File: config.mk
export PLATFORM = sky130hd
export DESIGN_NAME = flash_section_access_guard
export DESIGN_NICKNAME = d
export VERILOG_FILES = /design/src/hdl/fsg_pkg.sv /design/src/hdl/fsg_cal_loader.sv /design/src/hdl/flash_section_access_guard.sv
export VERILOG_INCLUDE_DIRS = /design/src /design/src/hdl
export SDC_FILE = /design/constraint.sdc
export NUM_CORES = 1
export LEC_CHECK = 0
export CAP_MARGIN = 20
export CORE_MARGIN = 2
export CORE_UTILIZATION = 65
export CTS_BUF_LIST = sky130_fd_sc_hd__clkbuf_4 sky130_fd_sc_hd__clkbuf_8
export DETAILED_ROUTE_END_ITERATION = 8
export DONT_BUFFER_PORTS = 1
export PLACE_DENSITY = 0.81
export REMOVE_ABC_BUFFERS = 1
export SYNTH_ARGS = -nofsm -noshare
export SYNTH_HDL_FRONTEND = slang
export SYNTH_HIERARCHICAL = 1
export SYNTH_SLANG_ARGS = --single-unit
File: constraint.sdc
create_clock -name pclk -period 3.4 [get_ports pclk]
set_input_delay 0.17 -clock pclk [delete_from_list [all_inputs] [get_ports pclk]]
set_output_delay 0.17 -clock pclk [all_outputs]
set_load 0.005 [all_outputs]
File: src/hdl/fsg_cfg.svh
`ifndef FSG_CFG_SVH
`define FSG_CFG_SVH

// ----------------------------------------------------------------
// Widths
// ----------------------------------------------------------------
`define FSG_WORD_W 16
`define FSG_ADDR_W 16
`define FSG_APB_AW 8
`define FSG_LOCK_W 6

// ----------------------------------------------------------------
// Flash geometry defaults (in 16-bit words)
// ----------------------------------------------------------------
`define FSG_FLASH_WORDS 32'h0000_4000
`define FSG_BOOT_WORDS 32'h0000_0800

// ----------------------------------------------------------------
// Lock field positions and values (one = unprogrammed)
// ----------------------------------------------------------------
`define FSG_LK_APP_LSB 0
`define FSG_LK_TBL_LSB 2
`define FSG_LK_BOOT_LSB 4
`define FSG_LK_NONE 2'h3
`define FSG_LOCK_RST 6'h3f

// ----------------------------------------------------------------
// Production signature row layout read at reset
// ----------------------------------------------------------------
`define FSG_SIG_BASE 16'h0000
`define FSG_CAL_AUTO 4
`define FSG_IDX_DEVID 4
`define FSG_IDX_SER_LO 5
`define FSG_IDX_SER_HI 6
`define FSG_IDX_LOCK 7
`define FSG_LD_WORDS 8
`define FSG_LD_IDX_W 3

// ----------------------------------------------------------------
// APB register offsets and status bits
// ----------------------------------------------------------------
`define FSG_REG_STATUS 8'h00
`define FSG_REG_LOCK 8'h04
`define FSG_REG_DEVID 8'h08
`define FSG_REG_SERIAL 8'h0c
`define FSG_REG_DENY 8'h10
`define FSG_ST_BUSY 0
`define FSG_ST_LOADED 1
`define FSG_ST_LASTDENY 2
`define FSG_DENY_W 16

`endif

File: src/hdl/fsg_pkg.sv
`include "fsg_cfg.svh"

package fsg_pkg;
    typedef enum logic [0:0] {FSG_SRC_CPU, FSG_SRC_PROG} fsg_src_t;
    typedef enum logic [2:0] {
        FSG_SP_FLASH, FSG_SP_PROD, FSG_SP_USER, FSG_SP_FUSE, FSG_SP_LOCK
    } fsg_space_t;
    typedef enum logic [2:0] {
        FSG_OP_READ, FSG_OP_WRITE, FSG_OP_ERASE_PAGE, FSG_OP_CHIP_ERASE, FSG_OP_ERASE_USER
    } fsg_op_t;
    typedef enum logic [1:0] {FSG_SEC_APP, FSG_SEC_TBL, FSG_SEC_BOOT} fsg_sect_t;

    typedef struct packed {
        fsg_src_t src;
        fsg_op_t op;
        fsg_space_t space;
        logic [`FSG_ADDR_W-1:0] addr;
        logic [`FSG_WORD_W-1:0] wdata;
        logic [`FSG_ADDR_W-1:0] fetch_addr;
    } fsg_req_t;

    typedef struct packed {
        logic valid;
        fsg_op_t op;
        fsg_space_t space;
        logic [`FSG_ADDR_W-1:0] addr;
        logic [`FSG_WORD_W-1:0] wdata;
    } fsg_arr_req_t;

    typedef struct packed {
        logic done;
        logic denied;
        logic [`FSG_WORD_W-1:0] rdata;
    } fsg_resp_t;
endpackage

File: src/hdl/fsg_cal_loader.sv
`timescale 1ns/1ps
`default_nettype none
`include "fsg_cfg.svh"

module fsg_cal_loader (
    input wire logic pclk,
    input wire logic presetn,
    output fsg_pkg::fsg_arr_req_t arr_req,
    input wire logic arr_done,
    input wire logic [`FSG_WORD_W-1:0] arr_rdata,
    output logic word_valid,
    output logic [`FSG_LD_IDX_W-1:0] word_idx,
    output logic [`FSG_WORD_W-1:0] word_data,
    output logic done
);
    import fsg_pkg::*;

    typedef enum logic [1:0] {LD_READ, LD_DONE} fsg_ld_state_t;

    fsg_ld_state_t st_q, st_d;
    logic [`FSG_LD_IDX_W-1:0] idx_q, idx_d;
    logic vld_q, vld_d;
    logic [`FSG_LD_IDX_W-1:0] widx_q, widx_d;
    logic [`FSG_WORD_W-1:0] wdat_q, wdat_d;

    // ----------------------------------------------------------------
    // Sequencer
    // ----------------------------------------------------------------
    always_comb begin
        st_d = st_q;
        idx_d = idx_q;
        vld_d = 1'b0;
        widx_d = widx_q;
        wdat_d = wdat_q;
        case (st_q)
            LD_READ: begin
                if (arr_done) begin
                    vld_d = 1'b1;
                    widx_d = idx_q;
                    wdat_d = arr_rdata;
                    idx_d = idx_q + 1'b1;
                    if (idx_q == `FSG_LD_IDX_W'(`FSG_LD_WORDS - 1)) begin
                        st_d = LD_DONE;
                    end
                end
            end
            default: begin
                st_d = LD_DONE;
            end
        endcase
    end

    always_ff @(posedge pclk or negedge presetn) begin
        if (!presetn) begin
            st_q <= LD_READ;
            idx_q <= '0;
            vld_q <= 1'b0;
            widx_q <= '0;
            wdat_q <= '0;
        end else begin
            st_q <= st_d;
            idx_q <= idx_d;
            vld_q <= vld_d;
            widx_q <= widx_d;
            wdat_q <= wdat_d;
        end
    end

    // Last word fetched is the stored lock setting, not a signature word
    always_comb begin
        arr_req = '0;
        arr_req.valid = (st_q == LD_READ);
        arr_req.op = FSG_OP_READ;
        if (idx_q == `FSG_LD_IDX_W'(`FSG_IDX_LOCK)) begin
            arr_req.space = FSG_SP_LOCK;
            arr_req.addr = '0;
        end else begin
            arr_req.space = FSG_SP_PROD;
            arr_req.addr = `FSG_SIG_BASE + `FSG_ADDR_W'(idx_q);
        end
    end

    assign word_valid = vld_q;
    assign word_idx = widx_q;
    assign word_data = wdat_q;
    // Held off one cycle so the loaded lock word is in place before requests
    assign done = (st_q == LD_DONE) && !vld_q;
endmodule

`default_nettype wire

File: src/hdl/flash_section_access_guard.sv
`timescale 1ns/1ps
`default_nettype none
`include "fsg_cfg.svh"

module flash_section_access_guard #(
    parameter int unsigned FLASH_WORDS = `FSG_FLASH_WORDS,
    parameter int unsigned BOOT_WORDS = `FSG_BOOT_WORDS
) (
    input wire logic pclk,
    input wire logic presetn,
    input wire logic psel,
    input wire logic penable,
    input wire logic pwrite,
    input wire logic [`FSG_APB_AW-1:0] paddr,
    input wire logic [31:0] pwdata,
    output logic [31:0] prdata,
    output logic pready,
    output logic pslverr,
    input wire logic req_valid,
    input wire fsg_pkg::fsg_req_t req,
    output logic req_ready,
    output fsg_pkg::fsg_resp_t resp,
    output fsg_pkg::fsg_arr_req_t arr_req,
    input wire logic arr_done,
    input wire logic [`FSG_WORD_W-1:0] arr_rdata,
    output logic cal_valid,
    output logic [`FSG_LD_IDX_W-1:0] cal_idx,
    output logic [`FSG_WORD_W-1:0] cal_data
);
    import fsg_pkg::*;

    // ----------------------------------------------------------------
    // Geometry
    // ----------------------------------------------------------------
    // table sized like boot
    localparam logic [`FSG_ADDR_W-1:0] BOOT_START = `FSG_ADDR_W'(FLASH_WORDS - BOOT_WORDS);
    localparam logic [`FSG_ADDR_W-1:0] TBL_START = `FSG_ADDR_W'(FLASH_WORDS - 2 * BOOT_WORDS);

    if (`FSG_WORD_W != 16 || FLASH_WORDS > 32'h0001_0000 || BOOT_WORDS == 0 ||
        2 * BOOT_WORDS > FLASH_WORDS) begin : g_bad_geometry
        $error("flash_section_access_guard: unsupported flash geometry");
    end

    typedef enum logic [1:0] {S_IDLE, S_ARRAY, S_CE_FLASH, S_CE_LOCKS} fsg_state_t;

    function automatic fsg_sect_t sect_of(input logic [`FSG_ADDR_W-1:0] a);
        if (a >= BOOT_START) begin
            return FSG_SEC_BOOT;
        end else if (a >= TBL_START) begin
            return FSG_SEC_TBL;
        end
        return FSG_SEC_APP;
    endfunction

    function automatic logic [1:0] lock_of(input logic [`FSG_LOCK_W-1:0] lk,
                                           input fsg_sect_t s);
        case (s)
            FSG_SEC_BOOT: return lk[`FSG_LK_BOOT_LSB +: 2];
            FSG_SEC_TBL: return lk[`FSG_LK_TBL_LSB +: 2];
            default: return lk[`FSG_LK_APP_LSB +: 2];
        endcase
    endfunction

    function automatic logic permit(input fsg_req_t r, input logic [`FSG_LOCK_W-1:0] lk);
        logic [1:0] f;
        logic is_mod;
        logic rd_blk;
        logic wr_blk;
        f = lock_of(lk, sect_of(r.addr));
        is_mod = (r.op != FSG_OP_READ);
        rd_blk = !f[1];
        wr_blk = (f != `FSG_LK_NONE);
        if (r.op == FSG_OP_ERASE_USER) begin
            return r.space == FSG_SP_USER;
        end
        case (r.space)
            FSG_SP_FLASH: begin
                if (r.op == FSG_OP_CHIP_ERASE) begin
                    return r.src == FSG_SRC_PROG;
                end
                if (is_mod) begin
                    return !wr_blk &&
                           (r.src == FSG_SRC_PROG || sect_of(r.fetch_addr) == FSG_SEC_BOOT);
                end
                return !rd_blk ||
                       (r.src == FSG_SRC_CPU && sect_of(r.fetch_addr) == sect_of(r.addr));
            end
            FSG_SP_PROD: return !is_mod;
            FSG_SP_USER: return r.op != FSG_OP_CHIP_ERASE;
            FSG_SP_FUSE: return !is_mod || (r.src == FSG_SRC_PROG && r.op == FSG_OP_WRITE);
            FSG_SP_LOCK: return r.op == FSG_OP_READ || r.op == FSG_OP_WRITE;
            default: return 1'b0;
        endcase
    endfunction

    function automatic logic stricter(input logic [`FSG_LOCK_W-1:0] old_lk,
                                      input logic [`FSG_LOCK_W-1:0] new_lk);
        return (new_lk & ~old_lk) == '0;
    endfunction

    // ----------------------------------------------------------------
    // Reset-time loader
    // ----------------------------------------------------------------
    fsg_arr_req_t ld_arr;
    logic ld_vld;
    logic [`FSG_LD_IDX_W-1:0] ld_idx;
    logic [`FSG_WORD_W-1:0] ld_data;
    logic ld_done;

    fsg_cal_loader u_loader (
        .pclk(pclk),
        .presetn(presetn),
        .arr_req(ld_arr),
        .arr_done(arr_done),
        .arr_rdata(arr_rdata),
        .word_valid(ld_vld),
        .word_idx(ld_idx),
        .word_data(ld_data),
        .done(ld_done)
    );

    // ----------------------------------------------------------------
    // Access state machine
    // ----------------------------------------------------------------
    fsg_state_t st_q, st_d;
    logic [`FSG_LOCK_W-1:0] lock_q, lock_d;
    fsg_arr_req_t arr_q, arr_d;
    fsg_resp_t resp_q, resp_d;
    logic [`FSG_DENY_W-1:0] deny_q, deny_d;
    logic lastdeny_q, lastdeny_d;
    logic accept;
    logic ok;
    logic fsm_lock_we;
    logic apb_fire;
    logic apb_lock_wr;
    logic [`FSG_LOCK_W-1:0] apb_lock_val;

    assign req_ready = (st_q == S_IDLE) && ld_done;
    assign accept = req_valid && req_ready;
    assign ok = permit(req, lock_q);
    assign apb_lock_val = pwdata[`FSG_LOCK_W-1:0];
    assign apb_lock_wr = psel && penable && pwrite && (paddr == `FSG_REG_LOCK);
    // Port lock updates own the lock this cycle; software waits a cycle
    assign fsm_lock_we = (accept && ok && req.space == FSG_SP_LOCK && req.op == FSG_OP_WRITE) ||
                         (st_q == S_CE_LOCKS);
    assign pready = !(apb_lock_wr && fsm_lock_we);
    assign apb_fire = psel && penable && pready;

    always_comb begin
        st_d = st_q;
        lock_d = lock_q;
        arr_d = arr_q;
        resp_d = '0;
        deny_d = deny_q;
        lastdeny_d = lastdeny_q;
        if (ld_vld && ld_idx == `FSG_LD_IDX_W'(`FSG_IDX_LOCK)) begin
            lock_d = ld_data[`FSG_LOCK_W-1:0];
        end
        case (st_q)
            S_IDLE: begin
                if (accept) begin
                    lastdeny_d = 1'b0;
                    if (!ok) begin
                        resp_d.done = 1'b1;
                        resp_d.denied = 1'b1;
                        deny_d = deny_q + 1'b1;
                        lastdeny_d = 1'b1;
                    end else if (req.space == FSG_SP_LOCK) begin
                        resp_d.done = 1'b1;
                        resp_d.rdata = `FSG_WORD_W'(lock_q);
                        if (req.op == FSG_OP_WRITE) begin
                            if (stricter(lock_q, req.wdata[`FSG_LOCK_W-1:0])) begin
                                lock_d = req.wdata[`FSG_LOCK_W-1:0];
                            end else begin
                                resp_d.denied = 1'b1;
                                deny_d = deny_q + 1'b1;
                                lastdeny_d = 1'b1;
                            end
                        end
                    end else begin
                        arr_d.valid = 1'b1;
                        arr_d.op = req.op;
                        arr_d.space = req.space;
                        arr_d.addr = req.addr;
                        arr_d.wdata = req.wdata;
                        st_d = (req.op == FSG_OP_CHIP_ERASE) ? S_CE_FLASH : S_ARRAY;
                    end
                end
                // After the port clear, so a software refusal still sets the flag
                if (ld_done && apb_fire && pwrite && paddr == `FSG_REG_LOCK) begin
                    if (stricter(lock_q, apb_lock_val)) begin
                        lock_d = apb_lock_val;
                    end else begin
                        deny_d = deny_d + 1'b1;
                        lastdeny_d = 1'b1;
                    end
                end
            end
            S_ARRAY: begin
                if (arr_done) begin
                    arr_d = '0;
                    resp_d.done = 1'b1;
                    resp_d.rdata = arr_rdata;
                    st_d = S_IDLE;
                end
            end
            S_CE_FLASH: begin
                if (arr_done) begin
                    arr_d = '0;
                    st_d = S_CE_LOCKS;
                end
            end
            S_CE_LOCKS: begin
                lock_d = `FSG_LOCK_RST;
                resp_d.done = 1'b1;
                st_d = S_IDLE;
            end
            default: begin
                st_d = S_IDLE;
                arr_d = '0;
            end
        endcase
    end

    always_ff @(posedge pclk or negedge presetn) begin
        if (!presetn) begin
            st_q <= S_IDLE;
            lock_q <= '0;
            arr_q <= '0;
            resp_q <= '0;
            deny_q <= '0;
            lastdeny_q <= 1'b0;
        end else begin
            st_q <= st_d;
            lock_q <= lock_d;
            arr_q <= arr_d;
            resp_q <= resp_d;
            deny_q <= deny_d;
            lastdeny_q <= lastdeny_d;
        end
    end

    // Loader owns the array until it finishes
    assign arr_req = ld_done ? arr_q : ld_arr;
    assign resp = resp_q;

    // ----------------------------------------------------------------
    // Signature capture
    // ----------------------------------------------------------------
    logic cal_vld_q, cal_vld_d;
    logic [`FSG_LD_IDX_W-1:0] cal_idx_q, cal_idx_d;
    logic [`FSG_WORD_W-1:0] cal_dat_q, cal_dat_d;
    logic [`FSG_WORD_W-1:0] devid_q, devid_d;
    logic [31:0] serial_q, serial_d;

    always_comb begin
        cal_vld_d = 1'b0;
        cal_idx_d = cal_idx_q;
        cal_dat_d = cal_dat_q;
        devid_d = devid_q;
        serial_d = serial_q;
        if (ld_vld) begin
            if (ld_idx < `FSG_LD_IDX_W'(`FSG_CAL_AUTO)) begin
                cal_vld_d = 1'b1;
                cal_idx_d = ld_idx;
                cal_dat_d = ld_data;
            end
            if (ld_idx == `FSG_LD_IDX_W'(`FSG_IDX_DEVID)) begin
                devid_d = ld_data;
            end
            if (ld_idx == `FSG_LD_IDX_W'(`FSG_IDX_SER_LO)) begin
                serial_d[15:0] = ld_data;
            end
            if (ld_idx == `FSG_LD_IDX_W'(`FSG_IDX_SER_HI)) begin
                serial_d[31:16] = ld_data;
            end
        end
    end

    always_ff @(posedge pclk or negedge presetn) begin
        if (!presetn) begin
            cal_vld_q <= 1'b0;
            cal_idx_q <= '0;
            cal_dat_q <= '0;
            devid_q <= '0;
            serial_q <= '0;
        end else begin
            cal_vld_q <= cal_vld_d;
            cal_idx_q <= cal_idx_d;
            cal_dat_q <= cal_dat_d;
            devid_q <= devid_d;
            serial_q <= serial_d;
        end
    end

    assign cal_valid = cal_vld_q;
    assign cal_idx = cal_idx_q;
    assign cal_data = cal_dat_q;

    // ----------------------------------------------------------------
    // APB read side
    // ----------------------------------------------------------------
    logic [31:0] prdata_q, prdata_d;
    logic mapped;

    assign mapped = (paddr == `FSG_REG_STATUS) || (paddr == `FSG_REG_LOCK) ||
                    (paddr == `FSG_REG_DEVID) || (paddr == `FSG_REG_SERIAL) ||
                    (paddr == `FSG_REG_DENY);
    assign pslverr = psel && penable && pready && !mapped;

    always_comb begin
        prdata_d = prdata_q;
        if (psel && !penable) begin
            prdata_d = '0;
            case (paddr)
                `FSG_REG_STATUS: begin
                    prdata_d[`FSG_ST_BUSY] = (st_q != S_IDLE);
                    prdata_d[`FSG_ST_LOADED] = ld_done;
                    prdata_d[`FSG_ST_LASTDENY] = lastdeny_q;
                end
                `FSG_REG_LOCK: prdata_d[`FSG_LOCK_W-1:0] = lock_q;
                `FSG_REG_DEVID: prdata_d[`FSG_WORD_W-1:0] = devid_q;
                `FSG_REG_SERIAL: prdata_d = serial_q;
                `FSG_REG_DENY: prdata_d[`FSG_DENY_W-1:0] = deny_q;
                default: prdata_d = '0;
            endcase
        end
    end

    always_ff @(posedge pclk or negedge presetn) begin
        if (!presetn) begin
            prdata_q <= '0;
        end else begin
            prdata_q <= prdata_d;
        end
    end

    assign prdata = prdata_q;
endmodule

`default_nettype wire

==> results.yml, run 1 <==
place:
  dp_cells: 1096
  dp_hpwl_um: 16100
  gp_congestion: 0.936
  post_dp_cell_area_sq_um: 10500
  portBuffers: 0
  place_ws_ns: 0.333
power:
  pwr-share-clk_pct: 35.8
  totalPowerFinal_mw: 6.76
  ir_drop_mv: 0.401
  seqPwrFrac_pct: 44.6
  p_leak_nw: 5.64
  p_sw_share_pct: 30.8
  p_per_area_nw_per_um2: 570
  pwr-share-comb_pct: 19.7
  p_int_mw: 4.68
  p_switching_mw: 2.08
clocking:
  clockBufferDepth: 3
  cts-root-buf: "clkbuf_8"
  ctsHoldBuffers: 61
  cts_max_level: 2
  clock_latency_ns: 0.54
  clk_pin_slew_ns: 0.06
  cts_setup_buffers: 0
  cts_buffers: 35
  cts_resized: 0
  cts_tree: "yes"
  clock-sinks: 206
grt:
  antenna_found_initial: 0
  grt-ovfl-total: 0
  grt_pass1_wl_um: 43300
  track_usage_pct: 31.7
  grt_pass1_vias: 7975
  grt_max_degree: 207
timing:
  post-route-min-period_ns: 3.18
  rsz0062_at_grt: "no"
  hold_viol: 206
  slew_viol_final: 0
  fin_tns_setup_ns: 0
  finalCritPeriodShare_pct: 93.6
  timing.final.ws_setup_ns: 0.219
  max-slew-margin-rel_pct: 30.4
  hold_slack_ns: -0.660
  setup_violations: 0
  fmax_mhz: 314
  finalClockSkew_ns: 0.0401
  worstMarginPinSlew_ns: 1.04
setup_path:
  endpoint_kind: "register"
  path_class: "register to register"
  cpPeakStageDelay_ns: 0.51
  reg2reg_from: "lock_q[1]"
  rrSetupSlack_ns: 0.22
  reg2regPathDepth: 10
  slowest_stage: "dfrtp_1"
  crit_start: "lock_q[1]"
  crit_fanout: 8
  worstSetupEndpoint: "deny_q[15]"
  cp.arrival_ns: 3.55
  rr_endpoint: "deny_q[15]"
  setup.worst_path.start_class: "register"
  cp_cell_sequence: "a21oi_1 -> a31oi_1 -> o311ai_0 -> nor3_1 -> o31a_4 -> nor4_1 -> o22ai_2 -> nor4b_4 -> a311oi_1 -> nand4b_1"
  crit_required_ns: 3.77
floorplanning:
  die_area_sq_um: 17200
  placement_rows: 46
  io_pins: 230
  die_y_um: 131
  core_sq_um: 15800
  start_util_pct: 66.4
  die_w_um: 131
flow_run:
  cap_violations: 0
synth:
  ys_seq_elements: 206
  avgSynthCellArea_sq_um: 11.5
  mappedNetlistArea_sq_um: 10500
  ys_warn_count: 6
  synth_edf_count: 0
  netlist_top_cells_count: "dfrtp_1, mux2_2, nand2_1"
  ys_seq_area_share_pct: 49.0
  async_flop_share_pct: 100
  synth_top_area_share_pct: 49.0
  synth.distinct_cells: 78
  synth_ff_type: "dfrtp_1"
  post-synth-top-count-cell: "dfrtp_1"
  ys_top_cells_by_area: "dfrtp_1, mux2_2, a22o_1"
  syn_inst: 918
  yosysTopAreaCell: "dfrtp_1"
drt:
  drc: 0
  vias_per_cell: 6.24
  routed_wl_um: 27200
  first_pass_iters: 5
  via_count: 7591
  routedWlPerCell_um: 22.4
  drt_iter0_markers: 621
  antenna_left: 0
final_layout:
  nets: 1106
  area_growth_pct: 13.0
  final-instance-count-excl-fill: 1217
  stdcell_area_sq_um: 11900
  drive_above_1_share_pct: 23.6
  fillCellCount: 972
  diodes: 0
  final_util_pct: 75.0
  multi_input_area_sq_um: 4830
  regArea_sq_um: 5150
status:
  violations: "negative hold slack"
  status: "complete, but fails checks"
hold_path:
  hold_path.class: "primary input to asynchronous set/reset pin"
critical path: cells and delay by family, from the launching register on:
kind,cells,cell delay [ns]
AO/OA/AOI/OAI,6,1.29
flip-flops,1,0.51
AND/OR/NAND/NOR,4,1.20
power groups by stage:
| stage | logic [mW] | clock network, mW | registers, mW |
|---|---|---|---|
| after global placement | 1.17 | 0 | 3.02 |
| final | 1.33 | 2.42 | 3.02 |
| after floorplan | 0.913 | 0 | 2.91 |
| after detailed placement | 1.20 | 0 | 3.03 |
| after CTS | 1.27 | 2.43 | 2.99 |
| after global routing | 1.43 | 2.57 | 3.04 |
routing by layer:
metal	track usage [%]	vias up	routed length [um]	share of wire, %
li1	-	3380	-	-
met1	39.1	3773	10600	39
met2	53.6	356	13600	50
met3	7.25	82	2020	7.4
met4	14.1	0	1010	3.7
met5	0	-	0	0
cell families after synthesis:
| kind of cell | count (synthesis) | share of synthesized area (%) |
|---|---|---|
| AND/OR/NAND/NOR | 223 | 11.1 |
| flip-flops | 206 | 49.0 |
| XOR/XNOR | 20 | 1.67 |
| buffers and inverters | 114 | 6.33 |
| AO/OA/AOI/OAI | 187 | 13.6 |
| multiplexers | 158 | 17.2 |
| other | 1 | 0.0357 |
| adder cells (fa/ha/maj) | 9 | 1.07 |
layout by cell type, fill, tap and decap left out, types with 3 or more instances in the layout:
master / synthesis / layout
dfrtp_1: 206 / 206
mux2_2: 112 / 112
nand2_1: 67 / 67
a22o_1: 61 / 61
dlygate4sd3_1: 0 / 61
nor2_1: 46 / 44
clkbuf_8: 0 / 44
o21ai_0: 38 / 38
conb_1: 1 / 33
mux2i_1: 29 / 29
a21oi_1: 27 / 27
inv_1: 27 / 27
and3_1: 18 / 18
mux2_4: 17 / 17
xnor2_1: 16 / 16
buf_4: 36 / 16
nor3_1: 17 / 15
nand3_1: 12 / 12
ha_1: 9 / 9
nand2b_1: 8 / 7
nand4_1: 7 / 7
o22ai_1: 7 / 7
nor2b_1: 7 / 7
and2_1: 7 / 7
a211oi_1: 7 / 7
clkbuf_4: 0 / 7
a221oi_1: 6 / 6
nor4_1: 5 / 5
nor3b_1: 5 / 5
a31oi_1: 5 / 5
xor2_1: 4 / 4
a21boi_0: 3 / 3
nor3_2: 1 / 3
o21ai_1: 3 / 3
nand4b_1: 3 / 3
clkinv_2: 0 / 3
registers in the layout, summed over array words and instances (netlist names):
name and cells:
arr_q 39, prdata 32, serial_q 32, resp 18, cal_data 16, deny_q 16
devid_q 16, u_loader/word_data 16, lock_q 6, cal_idx 3, u_loader/idx_q 3, u_loader/word_idx 3
st_q 2, cal_valid 1, lastdeny_q 1, u_loader/st_q 1, u_loader/word_valid 1
cell type report:
class,instances,share of cell area [%]
flip-flops and latches,206,43.4
clock buffers,51,5.54
inverters,28,0.885
well taps,216,2.28
multi-input cells,630,40.7
repair buffers,78,6.28
clock inverters,8,0.906
worst min-delay path by stage:
stage               startpoint  cells past startpoint          to
finish                 presetn                      0  prdata[31]
global route           presetn                      0   arr_q[11]
CTS                    presetn                      0    resp[17]
detailed placement     presetn                      0  prdata[24]
global placement       presetn                      0  prdata[31]
floorplan              presetn                      0    arr_q[0]
No activity file was read; power rests on OpenSTA's default activity.
==> inputs of run 2 (changes only) <==
--- a/config.mk
+++ b/config.mk
@@ -11,4 +11,5 @@
 export CORE_UTILIZATION = 65
 export CTS_BUF_LIST = sky130_fd_sc_hd__clkbuf_4 sky130_fd_sc_hd__clkbuf_8
+export CTS_CLUSTER_DIAMETER = 60
 export DETAILED_ROUTE_END_ITERATION = 8
 export DONT_BUFFER_PORTS = 1
==> constraint.sdc (replaced) <==
create_clock -name pclk -period 3.4 [get_ports pclk]
set_input_delay 0.17 -clock pclk [delete_from_list [all_inputs] [get_ports pclk]]
set_output_delay 0.17 -clock pclk [all_outputs]
set_load 0.05 [all_outputs]
==> results.yml, run 2 (synthesized netlist as in run 1, its figures left out) <==
status:
  status: "complete, but fails checks"
  violations: "negative hold slack"
drt:
  drc: 0
  vias_per_cell: 6.23
  routed_wl_um: 26100
  routedWlPerCell_um: 21.3
  antenna_left: 0
  via_count: 7628
  drt_iter0_markers: 647
  first_pass_iters: 7
setup_path:
  crit_required_ns: 3.84
  path_class: "register to register"
  endpoint_kind: "register"
  crit_fanout: 38
  setup.worst_path.start_class: "register"
  cp.arrival_ns: 3.56
clocking:
  clock-sinks: 206
  cts_tree: "yes"
  ctsHoldBuffers: 61
  clock_latency_ns: 0.54
  cts_max_level: 2
  clockBufferDepth: 3
  cts_resized: 0
  cts_buffers: 36
  cts-root-buf: "clkbuf_8"
  clk_pin_slew_ns: 0.06
  cts_setup_buffers: 0
final_layout:
  diodes: 0
  mostFrequentLayoutCells: "dfrtp_1, mux2_2, nand2_1"
  stdcell_area_sq_um: 11900
  final_common_cell: "dfrtp_1"
  drive_above_1_share_pct: 24.1
  area_growth_pct: 13.5
  regMostFlops: "arr_q"
  nets: 1109
  largest_reg_flops: 39
floorplanning:
  die_w_um: 131
  placement_rows: 46
  die_area_sq_um: 17200
  die_y_um: 131
  start_util_pct: 66.4
  io_pins: 230
  core_sq_um: 15800
place:
  portBuffers: 0
  gp_congestion: 0.918
  dp_hpwl_um: 15600
  post_dp_cell_area_sq_um: 10500
timing:
  fmax_mhz: 320
  setup_violations: 0
  finalClockSkew_ns: 0.0454
  max-slew-margin-rel_pct: 32.3
  finalCritPeriodShare_pct: 91.8
  worstMarginPinSlew_ns: 1.02
  hold_viol: 206
  rsz0062_at_grt: "no"
  hold_slack_ns: -0.673
  slew_viol_final: 0
  post-route-min-period_ns: 3.12
  fin_tns_setup_ns: 0
power:
  p_per_area_nw_per_um2: 624
  ir_drop_mv: 0.454
  p_leak_nw: 5.68
hold_path:
  hold_path.class: "primary input to asynchronous set/reset pin"
grt:
  grt_max_degree: 207
  track_usage_pct: 30.4
  antenna_found_initial: 0
  grt-ovfl-total: 0
  grt_pass1_vias: 7745
  grt_pass1_wl_um: 41900
flow_run:
  cap_violations: 0
run 2: cell count changes in the layout (fill, tap and decap cells not counted), sizes merged:
cell,previous run,this run
buf,17,19
bufinv,2,1
clkbuf,51,57
clkinvlp,1,0
inv,29,30
run 2: path summary, 6_finish.rpt:
check / startpoint / end / slack (ns) / cells after the start
worst max register to register: lock_q[1] / arr_q[11] / 0.28 / 11
max in group asynchronous: presetn / arr_q[24] / 3.76 / 0
min in group pclk: paddr[2] / prdata[13] / 0.02 / 4
worst min register to register: serial_q[17] / prdata[17] / 0.48 / 1
worst max-delay path: lock_q[1] / arr_q[11] / 0.28 / 11
worst min-delay path: presetn / cal_data[10] / -0.67 / 0
run 2: layout make-up:
type | count | area [sq um]
clock buffer | 57 | 728
clock inverter | 7 | 78.8
fill | 964 | 3900
inverter | 28 | 105
multi-input combinational | 630 | 4830
sequential | 206 | 5150
tap | 216 | 270
timing repair buffer | 80 | 757
run 2: stage by stage:
stage	setup slack, ns	std cells	total power, mW	utilization [%]
floorplan	-1.55	864	4.46	-
global placement	0.470	1098	4.83	66.3
detailed placement	0.417	1098	4.86	66.3
CTS	0.375	1223	7.40	75.3
global route	0.121	1224	7.73	75.4
finish	0.280	1224	7.44	75.4
run 2: worst max-delay path: stages (launching register included):
cell and delay (ns):
dfrtp_1 0.50, a21oi_1 0.16, a31oi_1 0.06, o311ai_0 0.30, nor3_1 0.16, nor3_1 0.64
nand2b_1 0.21, or2_1 0.17, nand2_1 0.10, nand2_1 0.09, buf_4 0.40, a22o_1 0.22
run 2: layer usage:
layer,part of all wire [%],up-vias,GRT usage (%)
met5,0,-,0
met4,3.0,0,10.5
met3,7.0,67,6.67
met2,50,334,50.4
met1,40,3825,40.1
li1,-,3402,-
run 2: power by group:
part / internal (mW) / switching, mW / total, mW
Combinational: 0.585 / 1.18 / 1.76
Clock: 1.45 / 1.02 / 2.47
Sequential: 2.71 / 0.497 / 3.20
Total: 4.74 / 2.70 / 7.44
==> inputs of run 3 (changes only) <==
Settings changed: ABC_AREA from default to 1, CORE_MARGIN 2 to 1.5.
==> results.yml, run 3 <==
final_layout:
  drive_above_1_share_pct: 13.2
  regMostFlops: "arr_q"
  nets: 1603
  diodes: 0
  final_common_cell: "nand2_1"
  mostFrequentLayoutCells: "nand2_1, dfrtp_1, inv_1"
  final_util_pct: 76.4
  stdcell_area_sq_um: 12700
  area_growth_pct: 14.8
  final-instance-count-excl-fill: 1722
  largest_reg_flops: 39
place:
  gp_congestion: 0.913
  dp_cells: 1597
  portBuffers: 0
  post_dp_cell_area_sq_um: 11300
  dp_hpwl_um: 19500
  place_ws_ns: 0.531
setup_path:
  cpPeakStageDelay_ns: 0.48
  path_class: "register to register"
  crit_fanout: 12
  crit_family: "buffers and inverters"
  cp_cell_sequence: "inv_1 -> ha_1 -> nand2_1 -> inv_1 -> nand2_1 -> inv_1 -> buf_4 -> nand4_1 -> o21ai_0 -> nand2_1 -> o211ai_1 -> a22oi_1"
  cp.arrival_ns: 3.31
  setup.worst_path.start_class: "register"
  crit_buf_inv: 4
  slowest_stage: "o21ai_0"
  crit_required_ns: 3.79
  endpoint_kind: "register"
synth:
  yosysTopAreaCell: "dfrtp_1"
  synth_top_family_by_area: "simple AND/OR/NAND/NOR gates"
  synthSimpleGateAreaFrac_pct: 28.0
  synth_edf_count: 0
  ys_top_cells_by_area: "dfrtp_1, nand2_1, o21ai_0"
  post-synth-top-count-cell: "nand2_1"
  ys_seq_elements: 206
  avgSynthCellArea_sq_um: 7.93
  synth_top_area_share_pct: 46.5
  synthAdderAreaFrac_pct: 1.02
  synth.distinct_cells: 51
  mappedNetlistArea_sq_um: 11100
  ys_seq_area_share_pct: 46.5
  synth_ff_type: "dfrtp_1"
  synth-xor-area-share_pct: 0.870
  netlist_top_cells_count: "nand2_1, dfrtp_1, o21ai_0"
  synth_compound_area_share_pct: 12.9
  syn_inst: 1397
  async_flop_share_pct: 100
  muxShareOfSynthArea_pct: 0
  ys_warn_count: 6
timing:
  fin_tns_setup_ns: 0
  finalCritPeriodShare_pct: 85.8
  max-slew-margin-rel_pct: 31.9
  fmax_mhz: 343
  hold_viol: 206
  setup_violations: 0
  worstMarginPinSlew_ns: 1.01
  rsz0062_at_grt: "no"
  post-route-min-period_ns: 2.92
  hold_slack_ns: -0.660
  slew_viol_final: 0
  finalClockSkew_ns: 0.0233
  timing.final.ws_setup_ns: 0.482
flow_run:
  cap_violations: 0
drt:
  drc: 1
  first_pass_iters: 8
  drt_iter0_markers: 955
  via_count: 9945
  vias_per_cell: 5.78
  routed_wl_um: 30600
  routedWlPerCell_um: 17.8
  antenna_left: 0
clocking:
  cts_resized: 0
  clock-sinks: 206
  clk_pin_slew_ns: 0.06
  cts_setup_buffers: 0
  cts_buffers: 35
  clock_latency_ns: 0.53
  cts_max_level: 2
  cts_tree: "yes"
  clockBufferDepth: 3
  cts-root-buf: "clkbuf_8"
  ctsHoldBuffers: 62
grt:
  grt_pass1_wl_um: 50100
  grt_pass1_vias: 9738
  grt-ovfl-total: 0
  antenna_found_initial: 0
  grt_max_degree: 207
  track_usage_pct: 35.4
floorplanning:
  start_util_pct: 66.6
  io_pins: 230
  die_area_sq_um: 17800
  core_sq_um: 16600
  die_w_um: 134
  placement_rows: 47
  die_y_um: 134
power:
  p_int_mw: 5.25
  pwr-share-clk_pct: 28.2
  seqPwrFrac_pct: 35.0
  p_per_area_nw_per_um2: 715
  p_sw_share_pct: 42.2
  pwr-share-comb_pct: 36.8
  totalPowerFinal_mw: 9.09
  p_leak_nw: 6.20
  ir_drop_mv: 0.554
  p_switching_mw: 3.84
status:
  violations: "design-rule violations, negative hold slack"
  status: "complete, but fails checks"
hold_path:
  hold_path.class: "primary input to asynchronous set/reset pin"
run 3: layout make-up:
type / count / area (sq um)
sequential: 206 / 5150
multi-input combinational: 960 / 4870
fill: 1163 / 3930
timing repair buffer: 107 / 968
clock buffer: 55 / 688
inverter: 166 / 623
tap: 220 / 275
clock inverter: 8 / 133
run 3: path summary, 6_finish.rpt:
path,from,to,slack (ns),cells past startpoint
min,presetn,arr_q[28],-0.66,0
min reg2reg,u_loader/word_data[15],u_loader/word_data[15],0.48,2
max,st_q[0],lock_q[5],0.48,12
min in group pclk,req[16],lock_q[0],0.01,4
max reg2reg,st_q[0],lock_q[5],0.48,12
max in group asynchronous,presetn,prdata[11],3.62,0
run 3: kinds of logic (layout without fill, tap and decap cells):
kind of cell	Yosys count	in the layout
AO/OA/AOI/OAI	258	258
XOR/XNOR	11	11
adder cells (fa/ha/maj)	9	9
buffers and inverters	263	336
flip-flops	206	206
other	1	33
AND/OR/NAND/NOR	649	649
run 3: power by group through the flow:
stage	registers [mW]	clock network (mW)	logic (mW)
after floorplan	3.13	0	2.33
after global placement	3.20	0	3.10
after detailed placement	3.21	0	3.16
after CTS	3.17	2.58	3.25
after global routing	3.22	2.70	3.64
final	3.18	2.57	3.34
run 3: metal layers:
| metal | vias up | share of wire (%) | global-route usage, % | wire (um) |
|---|---|---|---|---|
| met5 | - | 0 | 0 | 0 |
| met4 | 0 | 3.9 | 15.0 | 1190 |
| met3 | 111 | 8.7 | 8.30 | 2650 |
| met2 | 494 | 47 | 56.1 | 14300 |
| met1 | 4713 | 41 | 47.0 | 12400 |
| li1 | 4627 | - | - | - |
